## config.mk

```make
export PLATFORM = sky130hd
export DESIGN_NAME = nv_sram_host
export DESIGN_NICKNAME = d
export VERILOG_FILES = /design/src/hw/nv_sram_host_pkg.sv /design/src/hw/nv_sram_host.sv /design/src/hw/nv_sram_pin_sync.sv
export SDC_FILE = /design/constraint.sdc
export NUM_CORES = 1
export LEC_CHECK = 0
export BUFFER_PORTS_ARGS = -buffer_cell sky130_fd_sc_hd__buf_4
export CAP_MARGIN = 20
export CORE_UTILIZATION = 35
export CTS_CLUSTER_DIAMETER = 100
export DETAILED_ROUTE_END_ITERATION = 10
export PLACE_DENSITY_LB_ADDON = 0.05
export SLEW_MARGIN = 20
export SYNTH_ARGS = -nofsm -noshare
export SYNTH_HDL_FRONTEND = slang
export SYNTH_SLANG_ARGS = --single-unit
```

## constraint.sdc

```tcl
create_clock -name clock_i -period 2.8 [get_ports clock_i]
set_clock_uncertainty 0.05 [all_clocks]
set_input_delay 0.28 -clock clock_i [delete_from_list [all_inputs] [get_ports clock_i]]
set_output_delay 0.28 -clock clock_i [all_outputs]
set_load 0.05 [all_outputs]
```

## src/hw/nv_sram_host_pkg.sv

```systemverilog
// Package: pin timing, sequence addresses and commands of the nvSRAM host controller
`default_nettype none
package nv_sram_host_pkg;
  localparam int ADDR_W     = 17;
  localparam int DATA_W     = 8;
  localparam int SEQ_ADDR_W = 16;
  localparam int CLK_PS     = 4000;
  // Pin timing figures in ns
  localparam int ACCESS_NS       = 45;
  localparam int WRITE_PULSE_NS  = 35;
  localparam int SETUP_NS        = 5;
  localparam int RECOVER_NS      = 10;
  localparam int STORE_DELAY_NS  = 25;
  // Cycle counts, least times rounded up
  localparam int ACCESS_CYC   = (ACCESS_NS * 1000 + CLK_PS - 1) / CLK_PS;
  localparam int WPULSE_CYC   = (WRITE_PULSE_NS * 1000 + CLK_PS - 1) / CLK_PS;
  localparam int SETUP_CYC    = (SETUP_NS * 1000 + CLK_PS - 1) / CLK_PS;
  localparam int RECOVER_CYC  = (RECOVER_NS * 1000 + CLK_PS - 1) / CLK_PS;
  localparam int SDELAY_CYC   = (STORE_DELAY_NS * 1000 + CLK_PS - 1) / CLK_PS;
  localparam int CNT_W        = 24;
  // Software mode address list
  localparam logic [15:0] SEQ_A0        = 16'h4E38;
  localparam logic [15:0] SEQ_A1        = 16'hB1C7;
  localparam logic [15:0] SEQ_A2        = 16'h83E0;
  localparam logic [15:0] SEQ_A3        = 16'h7C1F;
  localparam logic [15:0] SEQ_A4        = 16'h703F;
  localparam logic [15:0] SEQ_SAVE      = 16'h8FC0;
  localparam logic [15:0] SEQ_RESTORE   = 16'h4C63;
  localparam logic [15:0] SEQ_AUTO_OFF  = 16'h8B45;
  localparam logic [15:0] SEQ_AUTO_ON   = 16'h4B46;
  // Host commands
  typedef enum logic [2:0] {
    CMD_READ, CMD_WRITE, CMD_SAVE, CMD_RESTORE, CMD_AUTO_OFF, CMD_AUTO_ON, CMD_PIN_SAVE
  } cmd_t;
  function automatic logic [15:0] seq_addr(input logic [2:0] idx, input logic [15:0] last);
    case (idx)
      3'h0:    seq_addr = SEQ_A0;
      3'h1:    seq_addr = SEQ_A1;
      3'h2:    seq_addr = SEQ_A2;
      3'h3:    seq_addr = SEQ_A3;
      3'h4:    seq_addr = SEQ_A4;
      default: seq_addr = last;
    endcase
  endfunction : seq_addr
endpackage : nv_sram_host_pkg
`default_nettype wire

```

## src/hw/nv_sram_host.sv

```systemverilog
// Host controller driving an nvSRAM through its asynchronous pins
// Functional notes
// [RULE1] Read: select, output enable low, others high
// [RULE2] Read data follows address while held
// [RULE3] Write: select, write low; address stable
// [RULE4] Output enable stays high during writes
// [RULE5] Device blocks access during transfers
// [RULE6] Device saves on supply loss
// [RULE7] Auto and pin saves need prior write
// [RULE8] Low store pin requests save after delay
// [RULE9] Device pulls store pin low while busy
// [RULE10] New writes wait for store pin high
// [RULE11] Device restores at power-up
// [RULE12] Save sequence: six reads ending 0x8FC0
// [RULE13] Sequence must run uninterrupted
// [RULE14] Sequence uses read cycles only
// [RULE15] Wait the save duration before access
// [RULE16] Save erases then programs all cells
// [RULE17] Restore sequence ends with 0x4C63
// [RULE18] Wait the restore duration before access
// [RULE19] Device refuses writes at low supply
// [RULE20] Write needs fresh select or write edge
// [RULE21] Only low sixteen bits form sequence
// [RULE22] Auto-save off 0x8B45, on 0x4B46
// [RULE23] Device matches sequence in six states
// [RULE24] Device tracks dirty flag for saves
`default_nettype none
module nv_sram_host #(
  parameter int SAVE_NS    = 15000000,  // Save duration
  parameter int RESTORE_NS = 20000,     // Restore duration
  parameter int PWRUP_NS   = 20000000   // powerup_restore_duration
) (
  input  wire logic                                   clock_i,      // Clock
  input  wire logic                                   rst_n_i,      // Sync reset, active low
  input  wire logic                                   req_valid_i,  // Command request
  output logic                                        req_ready_o,  // Command taken
  input  wire nv_sram_host_pkg::cmd_t                 req_cmd_i,    // Command
  input  wire logic [nv_sram_host_pkg::ADDR_W-1:0]    req_addr_i,   // Byte address
  input  wire logic [nv_sram_host_pkg::DATA_W-1:0]    req_wdata_i,  // Write data
  output logic                                        rsp_valid_o,  // Command done pulse
  output logic      [nv_sram_host_pkg::DATA_W-1:0]    rsp_rdata_o,  // Read data
  output logic                                        busy_o,       // Device busy seen
  output logic      [nv_sram_host_pkg::ADDR_W-1:0]    addr_o,       // Address pins
  output logic                                        chip_sel_n_o, // Chip select, low
  output logic                                        out_en_n_o,   // Output enable, low
  output logic                                        wr_en_n_o,    // Write enable, low
  input  wire logic [nv_sram_host_pkg::DATA_W-1:0]    data_io_i,    // Data pins in
  output logic      [nv_sram_host_pkg::DATA_W-1:0]    data_io_o,    // Data pins out
  output logic                                        data_io_oe_o, // Data drive enable
  input  wire logic                                   store_req_busy_n_i,  // Pin level in
  output logic                                        store_req_busy_n_o,  // Pin drive value
  output logic                                        store_req_busy_n_oe_o // Pin drive enable
);
  // Duration in ns to cycles, rounded up; wide product so long waits do not overflow
  function automatic int ns_to_cyc(input longint ns);
    ns_to_cyc = int'((ns * 1000 + nv_sram_host_pkg::CLK_PS - 1) / nv_sram_host_pkg::CLK_PS);
  endfunction : ns_to_cyc

  localparam int SAVE_CYC    = ns_to_cyc(SAVE_NS);
  localparam int RESTORE_CYC = ns_to_cyc(RESTORE_NS);
  localparam int PWRUP_CYC   = ns_to_cyc(PWRUP_NS);

  typedef enum logic [3:0] {
    ST_PWRUP, ST_IDLE, ST_SETUP, ST_RD, ST_WR, ST_RECOVER, ST_SEQ_SETUP, ST_SEQ_RD,
    ST_SEQ_GAP, ST_PIN_REQ, ST_WAIT
  } state_t;

  // ----------------------------------------------------------------
  // Pin input synchronisation
  // ----------------------------------------------------------------
  logic [nv_sram_host_pkg::DATA_W:0] pins_sync;
  nv_sram_pin_sync #(
    .W (nv_sram_host_pkg::DATA_W + 1)
  ) u_sync (
    .clock_i (clock_i),
    .rst_n_i (rst_n_i),
    .pin_i   ({store_req_busy_n_i, data_io_i}),
    .sync_o  (pins_sync)
  );
  logic store_pin_sync;
  assign store_pin_sync = pins_sync[nv_sram_host_pkg::DATA_W];

  // ----------------------------------------------------------------
  // Sequencer
  // ----------------------------------------------------------------
  state_t                              state_ff;
  logic [nv_sram_host_pkg::CNT_W-1:0]  cnt_ff;
  logic [2:0]                          seq_idx_ff;
  logic [15:0]                         seq_last_ff;
  logic [nv_sram_host_pkg::CNT_W-1:0]  wait_cyc_ff;
  nv_sram_host_pkg::cmd_t              cmd_ff;
  logic [nv_sram_host_pkg::DATA_W-1:0] wdata_ff;
  logic                                cnt_done;
  logic                                take;

  assign cnt_done    = (cnt_ff == '0);
  assign take        = (state_ff == ST_IDLE) && req_valid_i && store_pin_sync;
  assign req_ready_o = (state_ff == ST_IDLE) && store_pin_sync; // [RULE10]
  assign busy_o      = !store_pin_sync || (state_ff == ST_WAIT) || (state_ff == ST_PWRUP); // [RULE9]

  function automatic logic [nv_sram_host_pkg::CNT_W-1:0] cyc(input int n);
    cyc = nv_sram_host_pkg::CNT_W'(n - 1);
  endfunction : cyc

  function automatic logic [15:0] last_addr(input nv_sram_host_pkg::cmd_t c);
    case (c)
      nv_sram_host_pkg::CMD_SAVE:     last_addr = nv_sram_host_pkg::SEQ_SAVE;     // [RULE12]
      nv_sram_host_pkg::CMD_RESTORE:  last_addr = nv_sram_host_pkg::SEQ_RESTORE;  // [RULE17]
      nv_sram_host_pkg::CMD_AUTO_OFF: last_addr = nv_sram_host_pkg::SEQ_AUTO_OFF; // [RULE22]
      default:                        last_addr = nv_sram_host_pkg::SEQ_AUTO_ON;  // [RULE22]
    endcase
  endfunction : last_addr

  always_ff @(posedge clock_i)
  begin
    if (!rst_n_i)
    begin
      state_ff    <= ST_PWRUP;
      cnt_ff      <= '0;
      seq_idx_ff  <= '0;
      seq_last_ff <= '0;
      wait_cyc_ff <= '0;
      cmd_ff      <= nv_sram_host_pkg::CMD_READ;
      wdata_ff    <= '0;
    end
    else
    begin
      case (state_ff)
        ST_PWRUP:
        begin
          state_ff <= ST_WAIT; // [RULE11]
          cnt_ff   <= cyc(PWRUP_CYC);
        end
        ST_IDLE:
        begin
          if (take)
          begin
            cmd_ff   <= req_cmd_i;
            wdata_ff <= req_wdata_i;
            cnt_ff   <= (req_cmd_i == nv_sram_host_pkg::CMD_PIN_SAVE) ?
                        cyc(nv_sram_host_pkg::SDELAY_CYC) : // [RULE8]
                        cyc(nv_sram_host_pkg::SETUP_CYC);
            seq_idx_ff  <= '0;
            seq_last_ff <= last_addr(req_cmd_i);
            case (req_cmd_i)
              nv_sram_host_pkg::CMD_READ:     state_ff <= ST_SETUP;
              nv_sram_host_pkg::CMD_WRITE:    state_ff <= ST_SETUP;
              nv_sram_host_pkg::CMD_PIN_SAVE: state_ff <= ST_PIN_REQ; // [RULE8]
              default:                        state_ff <= ST_SEQ_SETUP; // [RULE13]
            endcase
            wait_cyc_ff <= (req_cmd_i == nv_sram_host_pkg::CMD_RESTORE) ?
                           cyc(RESTORE_CYC) : cyc(SAVE_CYC);
          end
        end
        ST_SETUP:
          if (cnt_done)
          begin
            state_ff <= (cmd_ff == nv_sram_host_pkg::CMD_WRITE) ? ST_WR : ST_RD;
            cnt_ff   <= (cmd_ff == nv_sram_host_pkg::CMD_WRITE) ?
                        cyc(nv_sram_host_pkg::WPULSE_CYC) : cyc(nv_sram_host_pkg::ACCESS_CYC + 2);
          end
          else
            cnt_ff <= cnt_ff - 1'b1;
        ST_RD, ST_WR, ST_SEQ_RD:
          if (cnt_done)
          begin
            cnt_ff <= cyc(nv_sram_host_pkg::RECOVER_CYC);
            if (state_ff != ST_SEQ_RD)
              state_ff <= ST_RECOVER;
            else if (seq_idx_ff == 3'h5)
            begin
              state_ff <= ST_WAIT; // [RULE15] [RULE18]
              cnt_ff   <= wait_cyc_ff;
            end
            else
            begin
              state_ff   <= ST_SEQ_GAP;
              seq_idx_ff <= seq_idx_ff + 1'b1;
            end
          end
          else
            cnt_ff <= cnt_ff - 1'b1;
        ST_SEQ_SETUP, ST_SEQ_GAP:
          if (cnt_done)
          begin
            state_ff <= ST_SEQ_RD;
            cnt_ff   <= cyc(nv_sram_host_pkg::ACCESS_CYC);
          end
          else
            cnt_ff <= cnt_ff - 1'b1;
        ST_PIN_REQ:
          if (cnt_done)
          begin
            state_ff <= ST_WAIT; // [RULE7]
            cnt_ff   <= wait_cyc_ff;
          end
          else
            cnt_ff <= cnt_ff - 1'b1;
        ST_RECOVER, ST_WAIT:
          if (cnt_done && store_pin_sync)
            state_ff <= ST_IDLE; // [RULE5]
          else if (!cnt_done)
            cnt_ff <= cnt_ff - 1'b1;
        default:
          state_ff <= ST_IDLE;
      endcase
      if (state_ff == ST_PIN_REQ && cnt_ff == '0)
        cnt_ff <= wait_cyc_ff;
    end
  end

  // ----------------------------------------------------------------
  // Pin drive
  // ----------------------------------------------------------------
  logic rd_phase;
  logic wr_phase;
  logic seq_phase;
  assign rd_phase  = (state_ff == ST_RD);
  assign wr_phase  = (state_ff == ST_WR);
  assign seq_phase = (state_ff == ST_SEQ_RD) || (state_ff == ST_SEQ_SETUP) ||
                     (state_ff == ST_SEQ_GAP);

  always_ff @(posedge clock_i)
  begin
    if (!rst_n_i)
    begin
      addr_o       <= '0;
      chip_sel_n_o <= 1'b1;
      out_en_n_o   <= 1'b1;
      wr_en_n_o    <= 1'b1;
      data_io_o    <= '0;
      data_io_oe_o <= 1'b0;
    end
    else
    begin
      if (take)
        addr_o <= req_addr_i; // [RULE3]
      else if (seq_phase)
        addr_o <= {1'b0, nv_sram_host_pkg::seq_addr(seq_idx_ff, seq_last_ff)}; // [RULE21]
      chip_sel_n_o <= !((state_ff == ST_SETUP && cnt_done) || ((rd_phase || wr_phase) &&
                        !cnt_done) || (state_ff == ST_SEQ_SETUP && cnt_done) ||
                        (state_ff == ST_SEQ_GAP && cnt_done) ||
                        (state_ff == ST_SEQ_RD && !cnt_done)); // [RULE14] [RULE20]
      out_en_n_o   <= !((state_ff == ST_SETUP && cnt_done && cmd_ff != nv_sram_host_pkg::CMD_WRITE)
                        || (rd_phase && !cnt_done)); // [RULE1] [RULE4]
      wr_en_n_o    <= !((state_ff == ST_SETUP && cnt_done && cmd_ff == nv_sram_host_pkg::CMD_WRITE)
                        || (wr_phase && !cnt_done)); // [RULE3]
      data_io_o    <= wdata_ff;
      data_io_oe_o <= (cmd_ff == nv_sram_host_pkg::CMD_WRITE) &&
                      ((state_ff == ST_SETUP && cnt_done) || wr_phase); // [RULE4]
    end
  end

  // Store-request pin: open drain, driven low only during a pin save request
  always_ff @(posedge clock_i)
  begin
    if (!rst_n_i)
      store_req_busy_n_oe_o <= 1'b0;
    else
      store_req_busy_n_oe_o <= (state_ff == ST_IDLE && take &&
                                req_cmd_i == nv_sram_host_pkg::CMD_PIN_SAVE) ||
                               (state_ff == ST_PIN_REQ && !cnt_done); // [RULE8]
  end
  assign store_req_busy_n_o = 1'b0;

  // ----------------------------------------------------------------
  // Response
  // ----------------------------------------------------------------
  always_ff @(posedge clock_i)
  begin
    if (!rst_n_i)
    begin
      rsp_valid_o <= 1'b0;
      rsp_rdata_o <= '0;
    end
    else
    begin
      // Power-up wait keeps cmd_ff at read, so it answers nothing
      rsp_valid_o <= ((rd_phase || wr_phase) && cnt_done) ||
                     (state_ff == ST_WAIT && cnt_done && store_pin_sync &&
                      cmd_ff != nv_sram_host_pkg::CMD_READ &&
                      cmd_ff != nv_sram_host_pkg::CMD_WRITE);
      if (rd_phase && cnt_done)
        rsp_rdata_o <= pins_sync[nv_sram_host_pkg::DATA_W-1:0]; // [RULE2]
    end
  end
endmodule : nv_sram_host
`default_nettype wire

```

## src/hw/nv_sram_pin_sync.sv

```systemverilog
// Two-flop synchroniser for pins entering the clock domain
`default_nettype none
module nv_sram_pin_sync #(
  parameter int W = 1
) (
  input  wire logic         clock_i, // Clock
  input  wire logic         rst_n_i, // Sync reset, active low
  input  wire logic [W-1:0] pin_i,   // Asynchronous pins
  output logic      [W-1:0] sync_o   // Synchronised pins
);
  logic [W-1:0] meta_ff;
  logic [W-1:0] sync_ff;
  always_ff @(posedge clock_i)
  begin
    if (!rst_n_i)
    begin
      meta_ff <= '1;
      sync_ff <= '1;
    end
    else
    begin
      meta_ff <= pin_i;
      sync_ff <= meta_ff;
    end
  end
  assign sync_o = sync_ff;
endmodule : nv_sram_pin_sync
`default_nettype wire

```

# == Word-level counts from Yosys, hierarchy flattened ==
# Index checks and enable logic that the tools add are counted.
# word_totals
input_bits,40
reg_bits,139
elab_cells,147
# classes
n_reduce_logical,59
add_sub_neg,2
n_eq_ne,34
n_mux,34
# ops
cell,n
24-bit two-way mux,10
24-bit one-hot mux with 7 select lines,1
16-bit one-hot mux with 5 select lines,1
16-bit one-hot mux with 3 select lines,1
17-bit two-way mux,2
4-bit two-way mux,7
4-bit one-hot mux with 7 select lines,1
1-bit logical AND,24
24-bit logical NOT,1
"24-bit by 1-bit subtractor with 24-bit output, second input constant",1
22-bit two-way mux,1
3-bit two-way mux,7
"4-bit by 3-bit equality test with 1-bit output, second input constant",4
"2-bit != test, second input constant",8
1-bit logical OR,14
"3-bit by 2-bit equality test with 1-bit output, second input constant",4
"3-bit equality test, second input constant",4
"4-bit equality test, second input constant",3
"3-bit by 1-bit equality test with 1-bit output, second input constant",3
"3-bit != test, second input constant",3
"4-bit by 2-bit equality test with 1-bit output, second input constant",2
4-bit one-hot mux with 2 select lines,1
8-bit nonzero test,1
3-bit logical NOT,2
16 further kinds,23

# == Longest topological paths before layout ==
# logic_depth
depth_word,8
mapped_depth,11
depth_no_buf,9

# == Hierarchy ==
# Synthesis repeated with hierarchy kept, for this count alone.
# unflattened
hier_cells,713
hier_area_um2,5491.5
# by_module_without_submodules
mod,area_each_um2,seq_area_each_um2,cells_each,n_inst
nv_sram_host,5004.8,1821.7,676,1
nv_sram_pin_sync,486.7,360.3,37,1

# == Least setup slack after synthesis ==
# Ideal clock, no wire load.
# synth_timing
path_type,register to output
startpoint,register state_ff[1]
endpoint,output port busy_o
arrival_time_ns,2.219
path_stages_with_launch,7
path_slack_ns,0.251
path_buffers,3
cell_sequence,dfxtp_1 clkbuf_1 clkbuf_1 clkbuf_1 nor2_1 nor2b_1 o31ai_1
# synth_between
elab_chain_cells,3
# synth_lines
element,line_no,rtl
"start, declared",nv_sram_host.sv:86,state_t state_ff;
"start signal, assigned",nv_sram_host.sv:158,state_ff <= (cmd_ff == nv_sram_host_pkg::CMD_WRITE) ? ST_WR : ST_RD;
4-bit equality test,nv_sram_host.sv:99,assign busy_o = !store_pin_sync || (state_ff == ST_WAIT) || (state_ff == ST_PWRUP);
1-bit logical OR,nv_sram_host.sv:99,
1-bit logical OR (*),nv_sram_host.sv:99,
"end, declared",nv_sram_host.sv:42,"output logic busy_o,"
# Every way passes the cells marked *; elsewhere a longest branch is shown, timed or not.

# == Worst setup path in the final report ==
# layout_timing
startpoint,register cnt_ff[6] (netlist name)
endpoint,register cnt_ff[13] (netlist name)
# layout_between
elab_chain_cells,5
# layout_lines
element,line_no,rtl
"start, declared",nv_sram_host.sv:87,logic [nv_sram_host_pkg::CNT_W-1:0] cnt_ff;
"start signal, assigned",nv_sram_host.sv:132,cnt_ff <= cyc(PWRUP_CYC);
"start signal, assigned",nv_sram_host.sv:140,cnt_ff <= (req_cmd_i == nv_sram_host_pkg::CMD_PIN_SAVE) ?
"start signal, assigned",nv_sram_host.sv:159,cnt_ff <= (cmd_ff == nv_sram_host_pkg::CMD_WRITE) ?
24-bit by 1-bit subtractor with 24-bit output,--,
24-bit two-way mux,nv_sram_host.sv:202,else if (!cnt_done)
24-bit two-way mux,nv_sram_host.sv:200,if (cnt_done && store_pin_sync)
24-bit one-hot mux with 7 select lines,nv_sram_host.sv:128,case (state_ff)
24-bit two-way mux,nv_sram_host.sv:207,if (state_ff == ST_PIN_REQ && cnt_ff == '0)
# Several ways; a longest one is shown, not always the timed one. The select of a mux whose other input is x is not followed.
# A chain may end at the register's enable or synchronous reset.

==> reports/qor.csv <==
metric,value,unit
cpLargestDelayFamily,simple AND/OR/NAND/NOR gates,
crit_arrival,2.81,ns
dp.cells,922,
fin_crit_sh,91.1,%
die_w,126,um
leakagePower,2.54,nW
slowest_stage,nor4_2,
drive_gt1_share,18.0,%
ant_nets,0,
p_int,0.00383,W
yosys_warnings,0,
wl_per_cell,17.2,um
cts.sinks,109,
io-pin-count,82,
worstPathMaxFanout,18,
htreeDepth,3,
startpoint,cnt_ff[6],
setup_viol,0,
rsz0062_at_grt,false,
timing.critical_path.required,3.05,ns
grt_pass1_vias,4983,
dr.pass1.iters,5,
hold_buffers,0,
syn_area,0.00537,mm^2
grt_max_degree,36,
dpl.hpwl,11600,um
swShare,46.9,%
crit_chain,nor4_2 -> nand3_1 -> o31ai_1 -> and2b_1 -> nand2b_2 -> o22ai_1 -> nor2_1,
synthTopCellsByArea,"dfxtp_1, a21oi_1, nand2_1, nor2_1, o21ai_0",
clock_latency,0.36,ns
antenna_found_initial,0,
cts-root-buf,clkbuf_16,
postCtsSetupBuffers,0,
min_path_type,in -> reg,
synthesis.instances,681,
yosysMostFrequentCell,dfxtp_1,
clkSlewWorstSetupHoldPaths,0.08,ns
grt_pass1_wl,26000,um
drtIter0Drc,407,
vdd_drop_max,436,uV
critPathLaunchType,flip-flop,
yosysUniqueCellTypes,73,
p_total,0.00721,W
yosysTopAreaCell,dfxtp_1,
syn-num-nets,728,
start_util,36.4,%
ctsResizeCount,0,
hold_start,data_io_i[5],
setup_tns,0,ns
drv_slew,0,
grt_overflow_total,0,
synthTopCellsByCount,"dfxtp_1, nand2_1, a21oi_1, nor2_1, o21ai_0",
ys_async_sr_fraction,0,%
cpPeakStageDelay,0.47,ns
port_buffers,80,
fin_area,0.00645,mm^2
vias_per_cell,5.52,
syn_avg_cell_area,7.89,um^2
track_usage,20.6,%
synth_top_area_share,40.6,%
cellPowerDensity,1120,mW/mm^2
tritoncts,yes,
slew_headroom,55.1,%
hold_viol,0,
critPathBufInv,0,
wirelength,16100,um
area_delta_synth_final,20.0,%
fp.dieH,126,um
fmax,392,MHz
stdcell_count,938,
pwr-share-comb,52.9,%
drc,0,
clock_path_buffers,2,
placed_area,0.00615,mm^2
rows,44,
critPathKind,reg -> reg,
num_vias,5177,
cts_buffers,9,
power_switching,0.00338,W
final_util,43.7,%
antenna_cells,0,
place_congestion,0.849,
die_area,0.0159,mm^2
nets,796,
ys_ff_latch,109,
max_slew.worst_pin.slew,0.673,ns
synth_edf_count,0,
yosysSeqAreaShare,40.6,%
synth_ff_type,dfxtp_1,
end_kind,flip-flop,
timing.rr.start,cnt_ff[6],
coreArea,0.0148,mm^2
power_frac_clock,17.8,%
outcome,"finished, final reports clean",
min_period,2.55,ns
seq_power_share,29.4,%
maxCapViolCount,0,
==> power by group through the flow <==
stage	logic, W	registers (W)	clock network (W)
after floorplan	0.00241	0.00243	0
after global placement	0.00376	0.00214	0
after detailed placement	0.00377	0.00215	0
after CTS	0.00379	0.00211	0.00132
after global routing	0.00415	0.00216	0.00137
final	0.00381	0.00212	0.00128
==> flip-flops by register name, summed over array words and instances, names as in the netlist, 3 cells and up <==
name and flops:
u_sync.meta_ff 9, cnt_ff 24, state_ff 4, rsp_rdata_o 8, addr_o 17, seq_idx_ff 3, wdata_ff 8, data_io_o 8
seq_last_ff 9, cmd_ff 3, u_sync.sync_o 9
==> logic make-up after synthesis <==
| logic type | Yosys count | synth area share [%] |
|---|---|---|
| AND/OR/NAND/NOR | 298 | 27.8 |
| multiplexers | 5 | 0.931 |
| buffers and inverters | 58 | 5.22 |
| adder cells (fa/ha/maj) | 7 | 1.63 |
| AO/OA/AOI/OAI | 197 | 22.8 |
| flip-flops | 109 | 40.6 |
| other | 1 | 0.0698 |
| XOR/XNOR | 6 | 0.978 |
==> metal layers <==
| metal | up-vias | global-route usage [%] | routed length, um |
|---|---|---|---|
| met2 | 160 | 33.8 | 7600 |
| met5 | - | 0 | 0 |
| met4 | 0 | 6.17 | 199 |
| met3 | 18 | 4.63 | 869 |
| li1 | 2545 | - | - |
| met1 | 2454 | 27.1 | 7470 |
==> per-stage QoR <==
step	setup slack, ns	hold slack, ns
after floorplan	0.251	0.331
after global placement	0.319	0.340
after detailed placement	0.294	0.343
after CTS	0.296	0.0306
after global routing	0.0826	0.0328
final	0.248	0.0421
==> final cells by class <==
cell class	count	area, um^2
clock buffer	9	225
multi-input combinational	514	2910
tap	184	230
timing repair buffer	104	781
inverter	11	41.3
sequential	109	2180
fill	1542	8310
clock inverter	7	77.6
==> worst paths after layout <==
path	end	slack, ns	depth (start not counted)
max	cnt_ff[13]	0.25	7
min	u_sync.meta_ff[5]	0.04	2
max reg2reg	cnt_ff[13]	0.25	7
min reg2reg	u_sync.sync_o[8]	0.36	1
==> placed cells by master (no fill, tap or decap), types with 10 or more instances in the layout <==
cell      instances
a21oi_1          73
and2_1           13
buf_4           104
dfxtp_1         109
inv_1            10
nand2_1          97
nand2b_1         25
nand3_1          24
nor2_1           64
nor3_1           23
o21ai_0          42
o22ai_1          10
Power figures use the tool's default switching activity.
